### config.mk
export PLATFORM = sky130hd
export DESIGN_NAME = radio_link_transaction_fsm
export DESIGN_NICKNAME = d
export VERILOG_FILES = /design/src/core/radio_link_pkg.sv /design/src/core/radio_link_transaction_fsm.sv
export VERILOG_INCLUDE_DIRS = /design/src /design/src/core
export SDC_FILE = /design/constraint.sdc
export NUM_CORES = 1
export LEC_CHECK = 0
export ABC_AREA = 1
export ABC_CLOCK_PERIOD_IN_PS = 12700
export BUFFER_PORTS_ARGS = -buffer_cell sky130_fd_sc_hd__buf_2
export CORE_ASPECT_RATIO = 1.25
export CORE_MARGIN = 2
export CORE_UTILIZATION = 50
export CTS_CLUSTER_DIAMETER = 100
export CTS_CLUSTER_SIZE = 28
export DETAILED_ROUTE_END_ITERATION = 12
export PLACE_DENSITY = 0.7
export RECOVER_POWER = 100
export SYNTH_ARGS = -nofsm -noshare
export SYNTH_HDL_FRONTEND = slang
export SYNTH_SLANG_ARGS = --single-unit
### constraint.sdc
create_clock -name pclk -period 12.7 [get_ports pclk]
set_clock_uncertainty 0.05 [all_clocks]
set_input_delay 3.175 -clock pclk [delete_from_list [all_inputs] [get_ports pclk]]
set_output_delay 3.175 -clock pclk [all_outputs]
set_load 0.1 [all_outputs]
### src/core/radio_link_regs.svh
// Register offsets, reset values and timing constants of the radio link transaction block.
// Assumes a 10 MHz pclk and APB with 32-bit aligned registers.
`ifndef RADIO_LINK_REGS_SVH
`define RADIO_LINK_REGS_SVH

// ----------------------------------------------------------------
// Register byte offsets
// ----------------------------------------------------------------
`define OFF_CONTROL 12'h000
`define OFF_RETRY_SETUP 12'h004
`define OFF_PIPE_ENABLE 12'h008
`define OFF_PIPE0_ADDR_LO 12'h00C
`define OFF_PIPE0_ADDR_HI 12'h010
`define OFF_PIPEX_ADDR_LO 12'h014
`define OFF_PIPEX_ADDR_HI 12'h018
`define OFF_PIPE_LSB 12'h01C
`define OFF_COMMON 12'h020
`define OFF_STATUS 12'h024
`define OFF_EVENT 12'h028
`define OFF_ACK_PAYLOAD 12'h02C

// ----------------------------------------------------------------
// Reset values
// ----------------------------------------------------------------
`define RST_PIPE_ENABLE 6'h03
`define RST_RETRY_SETUP 8'h03
`define RST_PIPE_LSB 40'hC6C5C4C3C2

// ----------------------------------------------------------------
// Timing
// ----------------------------------------------------------------
`define CLK_MHZ 10
`define DELAY_STEP_US 250
`define DELAY_STEP_CYC 12'(`DELAY_STEP_US * `CLK_MHZ)
`define MATCH_WAIT_US 250
`define MATCH_WAIT_CYC 12'(`MATCH_WAIT_US * `CLK_MHZ)

`endif

### src/core/radio_link_pkg.sv
// Types shared by the radio link transaction block.
// Assumes nothing outside itself.
package radio_link_pkg;
  typedef enum logic [2:0] {
    standby1, standby2, tx_mode, rx_wait_ack, retry_delay, rx_search, tx_ack
  } phase_type;
endpackage

### src/core/radio_link_transaction_fsm.sv
// Link-layer transaction state machine of a packet radio with APB registers.
// Assumes a modem outside that sends, receives and matches addresses as told.
// Function
// - Transmitter with radio enable and queued packet sends that packet.
// - After send, unless skip-ack set, listen for acknowledgement.
// - Empty acknowledgement raises only transmit-done.
// - Payload acknowledgement raises transmit-done and receive-ready together, then standby one.
// - Acknowledge timeout goes to retry delay until retransmit delay ends.
// - Below retry limit after delay, resend same packet.
// - Retry limit reached raises retry-limit event, back to standby one.
// - Transmitter enabled with empty transmit FIFO sits in standby two.
// - Receiver with radio enable searches the air continuously.
// - Auto-ack receiver tells new from repeat; new goes to FIFO, receive-ready.
// - Receiver raises transmit-done when next packet confirms payload acknowledgement.
// - Skip-ack clear sends acknowledgement with queued payload, then receive again.
// - Repeated packet payload dropped but still acknowledged.
// - Incoming address compared against all six pipes in parallel.
// - Only one pipe receives at a time until its packet completes.
// - Per-pipe enable bits, pipes 0 and 1 enabled after reset.
// - Pipe 0 own five-byte address; pipes 1-5 share upper four bytes.
// - CRC, widths, channel, rate, gain common; CRC forced on with auto-ack.
// - Acknowledgement goes to the address of the receiving pipe.
// - Every autonomous sequence ends with the radio interrupt.
// - Retransmit delay programmable in 250 us steps.
// - Ack wait ends if no address match in 250 us, or after packet.
`timescale 1ns/1ns
`include "radio_link_regs.svh"
module radio_link_transaction_fsm (
  // Clock and reset
  input wire logic pclk,
  input wire logic presetn,
  // APB slave
  input wire logic psel,
  input wire logic penable,
  input wire logic pwrite,
  input wire logic [11:0] paddr,
  input wire logic [31:0] pwdata,
  output logic [31:0] prdata,
  output logic pready,
  output logic pslverr,
  // Transmit FIFO status and pop
  input wire logic tx_fifo_has_data,
  input wire logic tx_skip_ack,
  output logic tx_fifo_pop,
  // Modem requests
  output logic modem_tx_start,
  output logic modem_tx_is_ack,
  output logic modem_rx_on,
  output logic [39:0] modem_tx_address,
  output logic [39:0] modem_rx_address0,
  output logic [5:0] modem_pipe_match_mask,
  // Modem reports (same clock)
  input wire logic modem_tx_end,
  input wire logic [39:0] rx_address,
  input wire logic rx_address_valid,
  input wire logic rx_packet_end,
  input wire logic rx_crc_ok,
  input wire logic rx_has_payload,
  input wire logic rx_skip_ack,
  input wire logic [1:0] rx_packet_id,
  // Receive FIFO push
  output logic rx_fifo_push,
  output logic [2:0] rx_fifo_pipe,
  // Common settings out
  output logic crc_on,
  output logic [7:0] common_settings,
  // Events
  output logic tx_done_irq,
  output logic rx_ready_irq,
  output logic retry_limit_irq,
  output logic radio_interrupt
);

  // ----------------------------------------------------------------
  // State
  // ----------------------------------------------------------------
  typedef struct packed {
    radio_link_pkg::phase_type phase;
    logic rf_enable;
    logic role_rx;
    logic auto_ack;
    logic [7:0] retry_setup_reg;
    logic [5:0] pipe_enable_mask;
    logic [39:0] pipe0_rx_address;
    logic [31:0] pipex_upper;
    logic [39:0] pipe_lsb;
    logic [7:0] common;
    logic [3:0] retry_count;
    logic [15:0] timer;
    logic matched;
    logic [2:0] active_pipe;
    logic pipe_busy;
    logic ack_payload_pending;
    logic ack_payload_sent;
    logic [11:0] last_id;
    logic [5:0] id_valid;
    logic [3:0] sticky;
    logic [31:0] prdata;
    logic pready;
    logic pslverr;
    logic tx_fifo_pop;
    logic modem_tx_start;
    logic modem_tx_is_ack;
    logic [39:0] modem_tx_address;
    logic rx_fifo_push;
    logic [2:0] rx_fifo_pipe;
    logic tx_done_irq;
    logic rx_ready_irq;
    logic retry_limit_irq;
    logic radio_interrupt;
    logic modem_rx_on;
    logic crc_on;
  } state_type;

  state_type cur;
  state_type next_cur;

  // ----------------------------------------------------------------
  // Helpers
  // ----------------------------------------------------------------
  // Full address of pipe n; pipes 1-5 share the upper bytes
  function automatic logic [39:0] pipe_addr(input state_type s, input logic [2:0] n);
    logic [39:0] a;
    logic [2:0] slot;
    slot = (n == 3'h0) ? 3'h0 : n - 3'h1;
    a = {s.pipex_upper, s.pipe_lsb[8*slot +: 8]};
    if (n == 3'h0) begin
      a = s.pipe0_rx_address;
    end
    return a;
  endfunction

  // Parallel compare of all six pipes
  logic [5:0] match_vec;
  logic [2:0] match_pipe;
  logic match_any;
  always_comb begin
    match_vec = 6'h00;
    match_pipe = 3'h0;
    for (int i = 0; i < 6; i++) begin
      match_vec[i] = cur.pipe_enable_mask[i] &&
        (rx_address == pipe_addr(cur, 3'(i)));
    end
    for (int i = 5; i >= 0; i--) begin
      if (match_vec[i]) begin
        match_pipe = 3'(i);
      end
    end
  end
  assign match_any = |match_vec;

  // ----------------------------------------------------------------
  // Next state
  // ----------------------------------------------------------------
  logic apb_write;
  logic [15:0] delay_cycles;
  logic [1:0] seen_id;
  logic is_repeat;
  always_comb begin
    next_cur = cur;
    apb_write = psel && penable && pwrite && cur.pready;
    // Pulses last one cycle
    next_cur.tx_fifo_pop = 1'b0;
    next_cur.modem_tx_start = 1'b0;
    next_cur.rx_fifo_push = 1'b0;
    next_cur.tx_done_irq = 1'b0;
    next_cur.rx_ready_irq = 1'b0;
    next_cur.retry_limit_irq = 1'b0;
    next_cur.radio_interrupt = 1'b0;
    next_cur.pready = 1'b0;
    next_cur.pslverr = 1'b0;
    delay_cycles = 16'(({12'h000, cur.retry_setup_reg[7:4]} + 16'h0001) *
      {4'h0, `DELAY_STEP_CYC});
    seen_id = cur.last_id[2*cur.active_pipe +: 2];
    is_repeat = cur.id_valid[cur.active_pipe] && (seen_id == rx_packet_id);
    if (cur.timer != 16'h0000) begin
      next_cur.timer = cur.timer - 16'h0001;
    end

    // Transaction sequencing
    unique case (cur.phase)
      radio_link_pkg::standby1, radio_link_pkg::standby2: begin
        if (cur.rf_enable && cur.role_rx) begin
          next_cur.phase = radio_link_pkg::rx_search;
        end else if (cur.rf_enable && tx_fifo_has_data && !cur.tx_fifo_pop &&
            !cur.retry_limit_irq) begin
          next_cur.phase = radio_link_pkg::tx_mode;
          next_cur.modem_tx_start = 1'b1;
          next_cur.modem_tx_is_ack = 1'b0;
          next_cur.modem_tx_address = cur.pipe0_rx_address;
          next_cur.retry_count = 4'h0;
        end else if (cur.rf_enable) begin
          next_cur.phase = radio_link_pkg::standby2;
        end else begin
          next_cur.phase = radio_link_pkg::standby1;
        end
      end
      radio_link_pkg::tx_mode: begin
        if (modem_tx_end) begin
          if (cur.auto_ack && !tx_skip_ack) begin
            next_cur.phase = radio_link_pkg::rx_wait_ack;
            next_cur.timer = delay_cycles;
            next_cur.matched = 1'b0;
          end else begin
            next_cur.phase = radio_link_pkg::standby1;
            next_cur.tx_fifo_pop = 1'b1;
            next_cur.tx_done_irq = 1'b1;
            next_cur.radio_interrupt = 1'b1;
          end
        end
      end
      radio_link_pkg::rx_wait_ack: begin
        if (rx_address_valid && rx_address == cur.pipe0_rx_address) begin
          next_cur.matched = 1'b1;
        end
        if (cur.matched && rx_packet_end && rx_crc_ok) begin
          next_cur.phase = radio_link_pkg::standby1;
          next_cur.tx_fifo_pop = 1'b1;
          next_cur.tx_done_irq = 1'b1;
          next_cur.rx_ready_irq = rx_has_payload;
          next_cur.rx_fifo_push = rx_has_payload;
          next_cur.rx_fifo_pipe = 3'h0;
          next_cur.radio_interrupt = 1'b1;
        end else if ((cur.matched && rx_packet_end) || cur.timer == 16'h0000 ||
            (!cur.matched && delay_cycles - cur.timer >= {4'h0, `MATCH_WAIT_CYC})) begin
          next_cur.phase = radio_link_pkg::retry_delay;
        end
      end
      radio_link_pkg::retry_delay: begin
        if (cur.timer == 16'h0000) begin
          if (cur.retry_count < cur.retry_setup_reg[3:0]) begin
            next_cur.retry_count = cur.retry_count + 4'h1;
            next_cur.phase = radio_link_pkg::tx_mode;
            next_cur.modem_tx_start = 1'b1;
          end else begin
            next_cur.phase = radio_link_pkg::standby1;
            next_cur.retry_limit_irq = 1'b1;
            next_cur.radio_interrupt = 1'b1;
          end
        end
      end
      radio_link_pkg::rx_search: begin
        if (!cur.rf_enable) begin
          next_cur.phase = radio_link_pkg::standby1;
          next_cur.pipe_busy = 1'b0;
        end else if (rx_address_valid && match_any && !cur.pipe_busy) begin
          next_cur.pipe_busy = 1'b1;
          next_cur.active_pipe = match_pipe;
        end else if (cur.pipe_busy && rx_packet_end) begin
          next_cur.pipe_busy = 1'b0;
          if (rx_crc_ok) begin
            next_cur.radio_interrupt = 1'b1;
            if (cur.ack_payload_sent) begin
              next_cur.tx_done_irq = 1'b1;
              next_cur.tx_fifo_pop = 1'b1;
              next_cur.ack_payload_sent = 1'b0;
            end
            if (!(cur.auto_ack && is_repeat)) begin
              next_cur.rx_fifo_push = 1'b1;
              next_cur.rx_fifo_pipe = cur.active_pipe;
              next_cur.rx_ready_irq = 1'b1;
            end
            next_cur.last_id[2*cur.active_pipe +: 2] = rx_packet_id;
            next_cur.id_valid[cur.active_pipe] = 1'b1;
            if (cur.auto_ack && !rx_skip_ack) begin
              next_cur.phase = radio_link_pkg::tx_ack;
              next_cur.modem_tx_start = 1'b1;
              next_cur.modem_tx_is_ack = 1'b1;
              next_cur.modem_tx_address = pipe_addr(cur, cur.active_pipe);
              next_cur.ack_payload_sent = cur.ack_payload_pending;
            end
          end
        end
      end
      radio_link_pkg::tx_ack: begin
        if (modem_tx_end) begin
          next_cur.phase = radio_link_pkg::rx_search;
        end
      end
      default: begin
        next_cur.phase = radio_link_pkg::standby1;
      end
    endcase

    // Sticky event view for software; set wins over clear
    if (apb_write && paddr == `OFF_EVENT) begin
      next_cur.sticky = cur.sticky & ~pwdata[3:0];
    end
    next_cur.sticky = next_cur.sticky | {next_cur.radio_interrupt,
      next_cur.retry_limit_irq, next_cur.rx_ready_irq, next_cur.tx_done_irq};

    // APB: one wait state, answer in the cycle after the access starts
    if (psel && penable && !cur.pready) begin
      next_cur.pready = 1'b1;
      next_cur.prdata = 32'h0000_0000;
      unique case (paddr)
        `OFF_CONTROL: next_cur.prdata = {29'h0, cur.auto_ack, cur.role_rx, cur.rf_enable};
        `OFF_RETRY_SETUP: next_cur.prdata = {24'h0, cur.retry_setup_reg};
        `OFF_PIPE_ENABLE: next_cur.prdata = {26'h0, cur.pipe_enable_mask};
        `OFF_PIPE0_ADDR_LO: next_cur.prdata = cur.pipe0_rx_address[31:0];
        `OFF_PIPE0_ADDR_HI: next_cur.prdata = {24'h0, cur.pipe0_rx_address[39:32]};
        `OFF_PIPEX_ADDR_LO: next_cur.prdata = cur.pipex_upper;
        `OFF_PIPEX_ADDR_HI: next_cur.prdata = cur.pipe_lsb[39:8];
        `OFF_PIPE_LSB: next_cur.prdata = {24'h0, cur.pipe_lsb[7:0]};
        `OFF_COMMON: next_cur.prdata = {24'h0, cur.common};
        `OFF_STATUS: next_cur.prdata = {21'h0, cur.active_pipe, cur.retry_count,
          1'b0, cur.phase};
        `OFF_EVENT: next_cur.prdata = {28'h0, cur.sticky};
        `OFF_ACK_PAYLOAD: next_cur.prdata = {31'h0, cur.ack_payload_pending};
        default: next_cur.pslverr = 1'b1;
      endcase
    end
    // Register writes take effect at the completing edge
    if (apb_write) begin
      unique case (paddr)
        `OFF_CONTROL: begin
          next_cur.rf_enable = pwdata[0];
          next_cur.role_rx = pwdata[1];
          next_cur.auto_ack = pwdata[2];
        end
        `OFF_RETRY_SETUP: next_cur.retry_setup_reg = pwdata[7:0];
        `OFF_PIPE_ENABLE: next_cur.pipe_enable_mask = pwdata[5:0];
        `OFF_PIPE0_ADDR_LO: next_cur.pipe0_rx_address[31:0] = pwdata;
        `OFF_PIPE0_ADDR_HI: next_cur.pipe0_rx_address[39:32] = pwdata[7:0];
        `OFF_PIPEX_ADDR_LO: next_cur.pipex_upper = pwdata;
        `OFF_PIPEX_ADDR_HI: next_cur.pipe_lsb[39:8] = pwdata;
        `OFF_PIPE_LSB: next_cur.pipe_lsb[7:0] = pwdata[7:0];
        `OFF_COMMON: next_cur.common = pwdata[7:0];
        `OFF_ACK_PAYLOAD: next_cur.ack_payload_pending = pwdata[0];
        default: begin
        end
      endcase
    end

    // Decoded outputs registered too
    next_cur.modem_rx_on = next_cur.phase inside {radio_link_pkg::rx_wait_ack,
      radio_link_pkg::rx_search};
    next_cur.crc_on = next_cur.common[0] | next_cur.auto_ack;
  end

  // ----------------------------------------------------------------
  // Registers
  // ----------------------------------------------------------------
  always_ff @(posedge pclk or negedge presetn) begin
    if (!presetn) begin
      cur <= '0;
      cur.phase <= radio_link_pkg::standby1;
      cur.retry_setup_reg <= `RST_RETRY_SETUP;
      cur.pipe_enable_mask <= `RST_PIPE_ENABLE;
      cur.pipe_lsb <= `RST_PIPE_LSB;
    end else begin
      cur <= next_cur;
    end
  end

  // ----------------------------------------------------------------
  // Outputs, all from flip-flops
  // ----------------------------------------------------------------
  assign prdata = cur.prdata;
  assign pready = cur.pready;
  assign pslverr = cur.pslverr;
  assign tx_fifo_pop = cur.tx_fifo_pop;
  assign modem_tx_start = cur.modem_tx_start;
  assign modem_tx_is_ack = cur.modem_tx_is_ack;
  assign modem_rx_on = cur.modem_rx_on;
  assign modem_tx_address = cur.modem_tx_address;
  assign modem_rx_address0 = cur.pipe0_rx_address;
  assign modem_pipe_match_mask = cur.pipe_enable_mask;
  assign rx_fifo_push = cur.rx_fifo_push;
  assign rx_fifo_pipe = cur.rx_fifo_pipe;
  assign crc_on = cur.crc_on;
  assign common_settings = cur.common;
  assign tx_done_irq = cur.tx_done_irq;
  assign rx_ready_irq = cur.rx_ready_irq;
  assign retry_limit_irq = cur.retry_limit_irq;
  assign radio_interrupt = cur.radio_interrupt;

endmodule

==> flow_metrics.py, run 1 <==
metrics = {
    "run_status": {
        "outcome": "finished with violations",
        "failed_checks": "max-capacitance violations, max-slew violations",
    },
    "synthesis": {
        "synthTopCellsByArea": "dfrtp_1 (35%), nand2_1 (14%), inv_1 (6.3%)",
        "synthMostInstantiatedCell": "nand2_1",
        "synth_edf_count": 0,
        "ys_seq_elements": 274,
        "synthFlopType": "dfrtp_1",
        "synth-seq-area-share_pct": 38.4,
        "yosys-top-cells-count": "nand2_1 (674), inv_1 (302), dfrtp_1 (252)",
        "synthCells": 2465,
        "syn-cell-area_sq_um": 17900,
        "yosys.area.top_type_share_pct": 35.1,
        "synthArstFlopShare_pct": 100,
        "yosysUniqueCellTypes": 49,
        "syn-num-nets": 2615,
        "syn_area_per_cell_sq_um": 7.28,
        "synth_warnings": 0,
        "synth_top_area_cell": "dfrtp_1",
    },
    "finish": {
        "nets": 2666,
        "syn_to_final_growth_pct": 4.09,
        "fin_area_sq_um": 18700,
        "fill_cells": 3584,
        "drive_gt1_share_pct": 7.41,
        "layoutNonFillerInstCount": 2997,
    },
    "timing": {
        "timing.fmax_mhz": 131,
        "final_max_slew_viol_count": 332,
        "hold_violations": 0,
        "finalCriticalPeriod_ps": 7630,
        "fin_setup_tns_ps": 0,
        "setup_viol": 0,
        "period_share_pct": 60.0,
        "rsz0062_at_grt": "no",
        "slew-limit-headroom_pct": -87.6,
        "fin_hold_ws_ps": 413,
        "worst_pin_slew_ps": 2810,
    },
    "clocking": {
        "path_clk_slew_ps": 110,
        "cts_tree": "yes",
        "post_cts_resized": 0,
        "cts_setup_buffers": 0,
        "cts_hold_buffers": 0,
        "clock-root-buffer": "clkbuf_16",
        "clk-insertion-delay-late_ps": 530,
        "cts_made_buffers": 14,
        "clk_path_buf_depth": 3,
        "htreeDepth": 1,
        "clkSinkCount": 274,
    },
    "critical_path": {
        "arrival_ps": 8020,
        "crit_fanout": 67,
        "reg2reg_slack_ps": 7050,
        "cp-start-kind": "primary input",
        "setup.worst_path.end": "modem_tx_address[4]",
        "reg2reg_depth": 25,
        "critPathLaunch": "rx_skip_ack",
        "cp.required_ps": 13090,
        "critical_path.endpoint_type": "flop",
        "timing.rr.start": "cur[266]",
        "r2r_end": "modem_rx_on",
        "crit_type": "primary input to flop",
    },
    "placement": {
        "port_buffers": 239,
        "dpl_cell_area_sq_um": 18500,
        "dp_cells": 2974,
        "place.gp.congestion": 1.01,
        "dp_hpwl_mm": 51.0,
    },
    "power_and_ir_drop": {
        "power_density_nw_per_um2": 81.2,
        "vdd_ir_drop_max_mv": 0.0888,
        "power.leakage_nw": 8.57,
        "total_power_mw": 1.52,
    },
    "job": {
        "maxCapViolations": 6,
    },
    "routing": {
        "drtIter0Drc": 1709,
        "drc": 0,
        "avgRoutedWirePerCell_microns": 22.0,
        "wirelength_mm": 65.9,
        "firstDrtPassIters": 6,
        "vias": 17000,
        "antenna_left": 0,
        "viasPerCell": 5.69,
    },
    "floorplanning": {
        "num_rows": 77,
        "core_area_sq_um": 35400,
        "die_y_microns": 216,
        "die_w_microns": 173,
        "initial_core_util_pct": 50.7,
        "ios": 240,
        "die_area_sq_um": 37400,
    },
    "global_routing": {
        "grt_usage_pct": 35.0,
        "grt_pass1_vias": 16200,
        "grt_pass1_wl_mm": 99.2,
        "grt_max_degree": 152,
        "antenna_found_initial": 1,
        "grt_remaining_overflow": 0,
    },
    "hold_path": {
        "hp-class": "flop to flop",
    },
}
-- critical path, cell delays in order --
cell and delay (ps):
buf_2 110, nor2_1 1690, nand2_1 430, nor2_1 630, nor2_4 50, clkbuf_1 860, inv_1 690, o21ai_0 150
o21ai_0 190
-- power by group --
part           internal, mW  total (mW)  leakage [nW]  switching (mW)
Clock                 0.226       0.540         0.207           0.314
Sequential            0.874       0.875          3.67         0.00124
Combinational        0.0259       0.101          4.69          0.0750
Total                  1.13        1.52          8.57           0.390
-- cells by family (layout without fill, tap and decap cells) --
group / Yosys count / after routing / share of synthesized area (%)
AOI/OAI and AO/OA: 511 / 511 / 16.4
DFF: 274 / 274 / 38.4
xor gates and xnor gates: 64 / 64 / 3.12
buffers and inverters: 541 / 598 / 14.4
other: 0 / 1 / 0
and+or+nand+nor: 1024 / 1024 / 24.0
adders and majority gates: 51 / 51 / 3.72
-- registers in the layout, summed over array words and instances, names as in the netlist --
name and count:
modem_tx_start 1, modem_pipe_match_mask 6, crc_on 1, rx_fifo_pipe 3
modem_tx_address 40, common_settings 8, retry_limit_irq 1, pslverr 1
prdata 32, rx_fifo_push 1, radio_interrupt 1, tx_done_irq 1
modem_rx_on 1, modem_tx_is_ack 1, cur 135, pready 1
modem_rx_address0 40
-- per-stage QoR --
step	util, %	worst slack [ps]
final	52.8	5070
after global routing	52.8	4510
after CTS	53.6	7020
after detailed placement	52.4	6650
after global placement	52.4	6760
after floorplan	-	8130
-- cell type report --
cell class              instances  area (sq um)  area share [%]
diodes                          1          2.50          0.0134
clock buffers                  19           390            2.09
clock inverters                 3          36.3           0.194
inverters                     321          1200            6.45
multi-input cells            1650          8420            45.1
flip-flops and latches        274          6880            36.9
well taps                     474           593            3.18
repair buffers                255          1140            6.11
-- cells in the final DEF, fill, tap and decap left out, types with 9 or more instances in the layout --
| master | n |
|---|---|
| nand2_1 | 675 |
| inv_1 | 305 |
| o21ai_0 | 265 |
| dfrtp_1 | 252 |
| nor2_1 | 166 |
| clkbuf_1 | 152 |
| a21oi_1 | 100 |
| buf_2 | 95 |
| nand3_1 | 79 |
| ha_1 | 47 |
| o22ai_1 | 40 |
| xnor2_1 | 35 |
| nor4_1 | 34 |
| o2111ai_1 | 33 |
| xor2_1 | 29 |
| dfstp_2 | 22 |
| nand4_1 | 21 |
| a221oi_1 | 20 |
| nor3_1 | 19 |
| clkbuf_16 | 15 |
| inv_2 | 13 |
| buf_4 | 10 |
| nor3_2 | 9 |
-- per-layer routing --
layer,vias to the layer above,GRT usage [%],wire length [microns]
li1,8009,-,-
met1,8013,42.9,25500
met2,823,59.1,31200
met3,199,4.35,4580
met4,0,20.7,4670
met5,-,0,0
-- how the worst min path moves through the flow --
stage	start	to	depth (start not counted)
after CTS	cur[93]	cur[93]	2
after detailed placement	cur[93]	cur[93]	2
after global placement	cur[95]	cur[95]	2
final	cur[93]	cur[93]	2
after global routing	cur[95]	cur[95]	2
after floorplan	cur[92]	cur[92]	2
Note: power is estimated with default switching activity, not from simulation.
==> run 2: changes to the inputs <==
--- a/config.mk
+++ b/config.mk
@@ -6,8 +6,8 @@
 export SDC_FILE = /design/constraint.sdc
 export NUM_CORES = 1
 export LEC_CHECK = 0
-export ABC_AREA = 1
-export ABC_CLOCK_PERIOD_IN_PS = 12700
+export ABC_AREA = 0
+export ABC_CLOCK_PERIOD_IN_PS = 8000
 export BUFFER_PORTS_ARGS = -buffer_cell sky130_fd_sc_hd__buf_2
 export CORE_ASPECT_RATIO = 1.25
 export CORE_MARGIN = 2
==> constraint.sdc (replaced) <==
create_clock -name pclk -period 8 [get_ports pclk]
set_clock_uncertainty 0.05 [all_clocks]
set_input_delay 2 -clock pclk [delete_from_list [all_inputs] [get_ports pclk]]
set_output_delay 2 -clock pclk [all_outputs]
set_load 0.1 [all_outputs]
==> flow_metrics.py, run 2 <==
metrics = {
    "floorplanning": {
        "num_rows": 73,
        "initial_core_util_pct": 51.0,
        "die_y_microns": 206,
        "ios": 240,
        "die_w_microns": 166,
        "die_area_sq_um": 34100,
        "core_area_sq_um": 32000,
    },
    "routing": {
        "wirelength_mm": 52.7,
        "antenna_left": 0,
        "avgRoutedWirePerCell_microns": 25.5,
        "drc": 0,
        "drtIter0Drc": 1222,
        "viasPerCell": 6.27,
        "vias": 13000,
        "firstDrtPassIters": 6,
    },
    "placement": {
        "dp_cells": 2043,
        "place.gp.congestion": 1.01,
        "dp_hpwl_mm": 39.1,
        "port_buffers": 239,
    },
    "synthesis": {
        "synth-seq-area-share_pct": 42.2,
        "synthMostInstantiatedCell": "dfrtp_1",
        "yosysUniqueCellTypes": 72,
        "syn_area_per_cell_sq_um": 10.3,
        "synthTopCellsByArea": "dfrtp_1 (39%), mux2_2 (10%), xnor2_1 (7.0%)",
        "yosys.area.top_type_share_pct": 38.7,
        "ys_seq_elements": 274,
        "syn-num-nets": 1736,
        "syn-cell-area_sq_um": 16300,
        "synth_warnings": 0,
        "synthCells": 1586,
        "synthFlopType": "dfrtp_1",
        "synth_edf_count": 0,
        "synthArstFlopShare_pct": 100,
        "synth_top_area_cell": "dfrtp_1",
        "yosys-top-cells-count": "dfrtp_1 (252), mux2_2 (150), nor2_1 (140)",
    },
    "clocking": {
        "path_clk_slew_ps": 110,
        "clk_path_buf_depth": 3,
        "cts_setup_buffers": 0,
        "htreeDepth": 1,
        "clkSinkCount": 274,
        "cts_tree": "yes",
        "cts_hold_buffers": 0,
        "clk-insertion-delay-late_ps": 520,
        "post_cts_resized": 0,
        "cts_made_buffers": 13,
        "clock-root-buffer": "clkbuf_16",
    },
    "hold_path": {
        "min_to": "cur[95]",
        "hp-class": "flop to flop",
        "hp-start": "cur[95]",
        "hold_depth": 1,
    },
    "finish": {
        "largest-register": "cur",
        "syn_to_final_growth_pct": 4.13,
        "layoutNonFillerInstCount": 2064,
        "largest_register_ffs": 135,
        "nets": 1796,
        "drive_gt1_share_pct": 18.6,
        "diodes": 0,
        "final_cell_mix": "dfrtp_1 (252), clkbuf_1 (158), mux2_2 (147)",
        "finish.utilization_pct": 53.1,
        "final_common_cell": "dfrtp_1",
    },
    "global_routing": {
        "grt_pass1_wl_mm": 78.4,
        "grt_usage_pct": 30.7,
        "grt_pass1_vias": 12700,
        "antenna_found_initial": 2,
        "grt_remaining_overflow": 0,
        "grt_max_degree": 153,
    },
    "job": {
        "maxCapViolations": 7,
    },
    "run_status": {
        "outcome": "finished with violations",
        "failed_checks": "max-capacitance violations, max-slew violations",
    },
    "power_and_ir_drop": {
        "p_sw_mw": 0.596,
        "p_int_mw": 1.75,
        "clkPwrFrac_pct": 32.9,
        "p_sw_share_pct": 25.4,
        "power.leakage_nw": 7.60,
        "vdd_ir_drop_max_mv": 0.203,
        "pwr-share-comb_pct": 7.6,
        "p_seq_share_pct": 59.5,
        "power_density_nw_per_um2": 138,
    },
    "timing": {
        "slew-limit-headroom_pct": -110,
        "period_share_pct": 77.2,
        "timing.fmax_mhz": 162,
        "fin_setup_tns_ps": 0,
        "worst_pin_slew_ps": 3150,
        "hold_violations": 0,
        "rsz0062_at_grt": "no",
        "setup_viol": 0,
        "final_max_slew_viol_count": 334,
        "finalCriticalPeriod_ps": 6180,
    },
    "critical_path": {
        "crit_type": "flop to flop",
        "crit_fanout": 6,
        "cp-start-kind": "flop",
        "cp.required_ps": 8360,
        "reg2reg_depth": 20,
        "reg2reg_slack_ps": 1820,
        "timing.rr.start": "cur[266]",
        "r2r_end": "cur[274]",
        "arrival_ps": 6540,
        "critical_path.endpoint_type": "flop",
    },
}
run 2: cell types whose count changed after synthesis, sizes merged, moves of 32 or more:
cell     previous run  this run
a21oi             100        42
o21ai             270        61
o2111ai            33         1
inv               321        49
mux2                0       150
xnor2              35       130
nand3              82        18
nand2             678       102
run 2: worst max-delay path, stage by stage (launching register included):
cell	delay, ps
dfrtp_1	470
ha_1	250
xnor2_1	230
inv_1	190
fa_1	520
ha_1	150
inv_1	50
fa_1	470
inv_1	40
ha_1	340
and3_1	190
a211oi_1	370
xnor2_1	200
ha_1	320
and3_1	240
a221oi_1	370
and3b_1	210
o211ai_1	80
a2111oi_0	910
a21oi_2	150
o311ai_0	310
run 2: worst max-delay path by stage:
stage | to | cells past startpoint | start | slack (ps)
finish | cur[274] | 20 | cur[266] | 1820
global route | cur[273] | 21 | cur[266] | 1440
CTS | cur[273] | 20 | cur[266] | 2460
detailed placement | cur[274] | 20 | cur[266] | 2520
global placement | cur[273] | 21 | cur[266] | 2650
floorplan | cur[273] | 20 | cur[266] | 2940
run 2: cell families after synthesis:
kind of cell               count (synthesis)  share of synthesized area, %
AOI/OAI and AO/OA                        290                          13.0
xor gates and xnor gates                 144                          7.82
adders and majority gates                 51                          4.10
buffers and inverters                    256                          8.98
DFF                                      274                          42.2
muxes                                    172                          12.4
and+or+nand+nor                          399                          11.5
run 2: through the flow:
step | hold WS [ps] | setup slack [ps] | instance area, sq um | power, mW
2_1_floorplan | 377 | 2940 | 16300 | 1.51
3_3_place_gp | 392 | 2650 | 16900 | 1.60
3_5_place_dp | 394 | 2520 | 16900 | 1.60
4_1_cts | 420 | 2460 | 17300 | 2.36
5_1_grt | 449 | 1440 | 17000 | 2.42
6_report | 421 | 1820 | 17000 | 2.34
run 2: area by class of cell:
class,instances,area [sq um]
Clock buffer,19,348
Clock inverter,2,17.5
Fill cell,2985,15000
Inverter,49,184
Multi-Input combinational cell,1056,7940
Sequential cell,274,6880
Tap cell,412,515
Timing Repair Buffer,252,1100
run 2: power by group through the flow:
| stage | sequential [mW] | clock, mW | combinational (mW) |
|---|---|---|---|
| 2_1_floorplan | 1.42 | 0 | 0.0916 |
| 3_3_place_gp | 1.42 | 0 | 0.180 |
| 3_5_place_dp | 1.42 | 0 | 0.181 |
| 4_1_cts | 1.39 | 0.785 | 0.182 |
| 5_1_grt | 1.40 | 0.834 | 0.192 |
| 6_report | 1.39 | 0.771 | 0.179 |
run 2: layer usage:
layer	vias to the layer above	routed length [microns]	global-route usage (%)
li1	5686	-	-
met1	6458	20100	38.4
met2	647	25700	51.9
met3	156	3860	4.48
met4	4	3020	14.7
met5	-	19	0
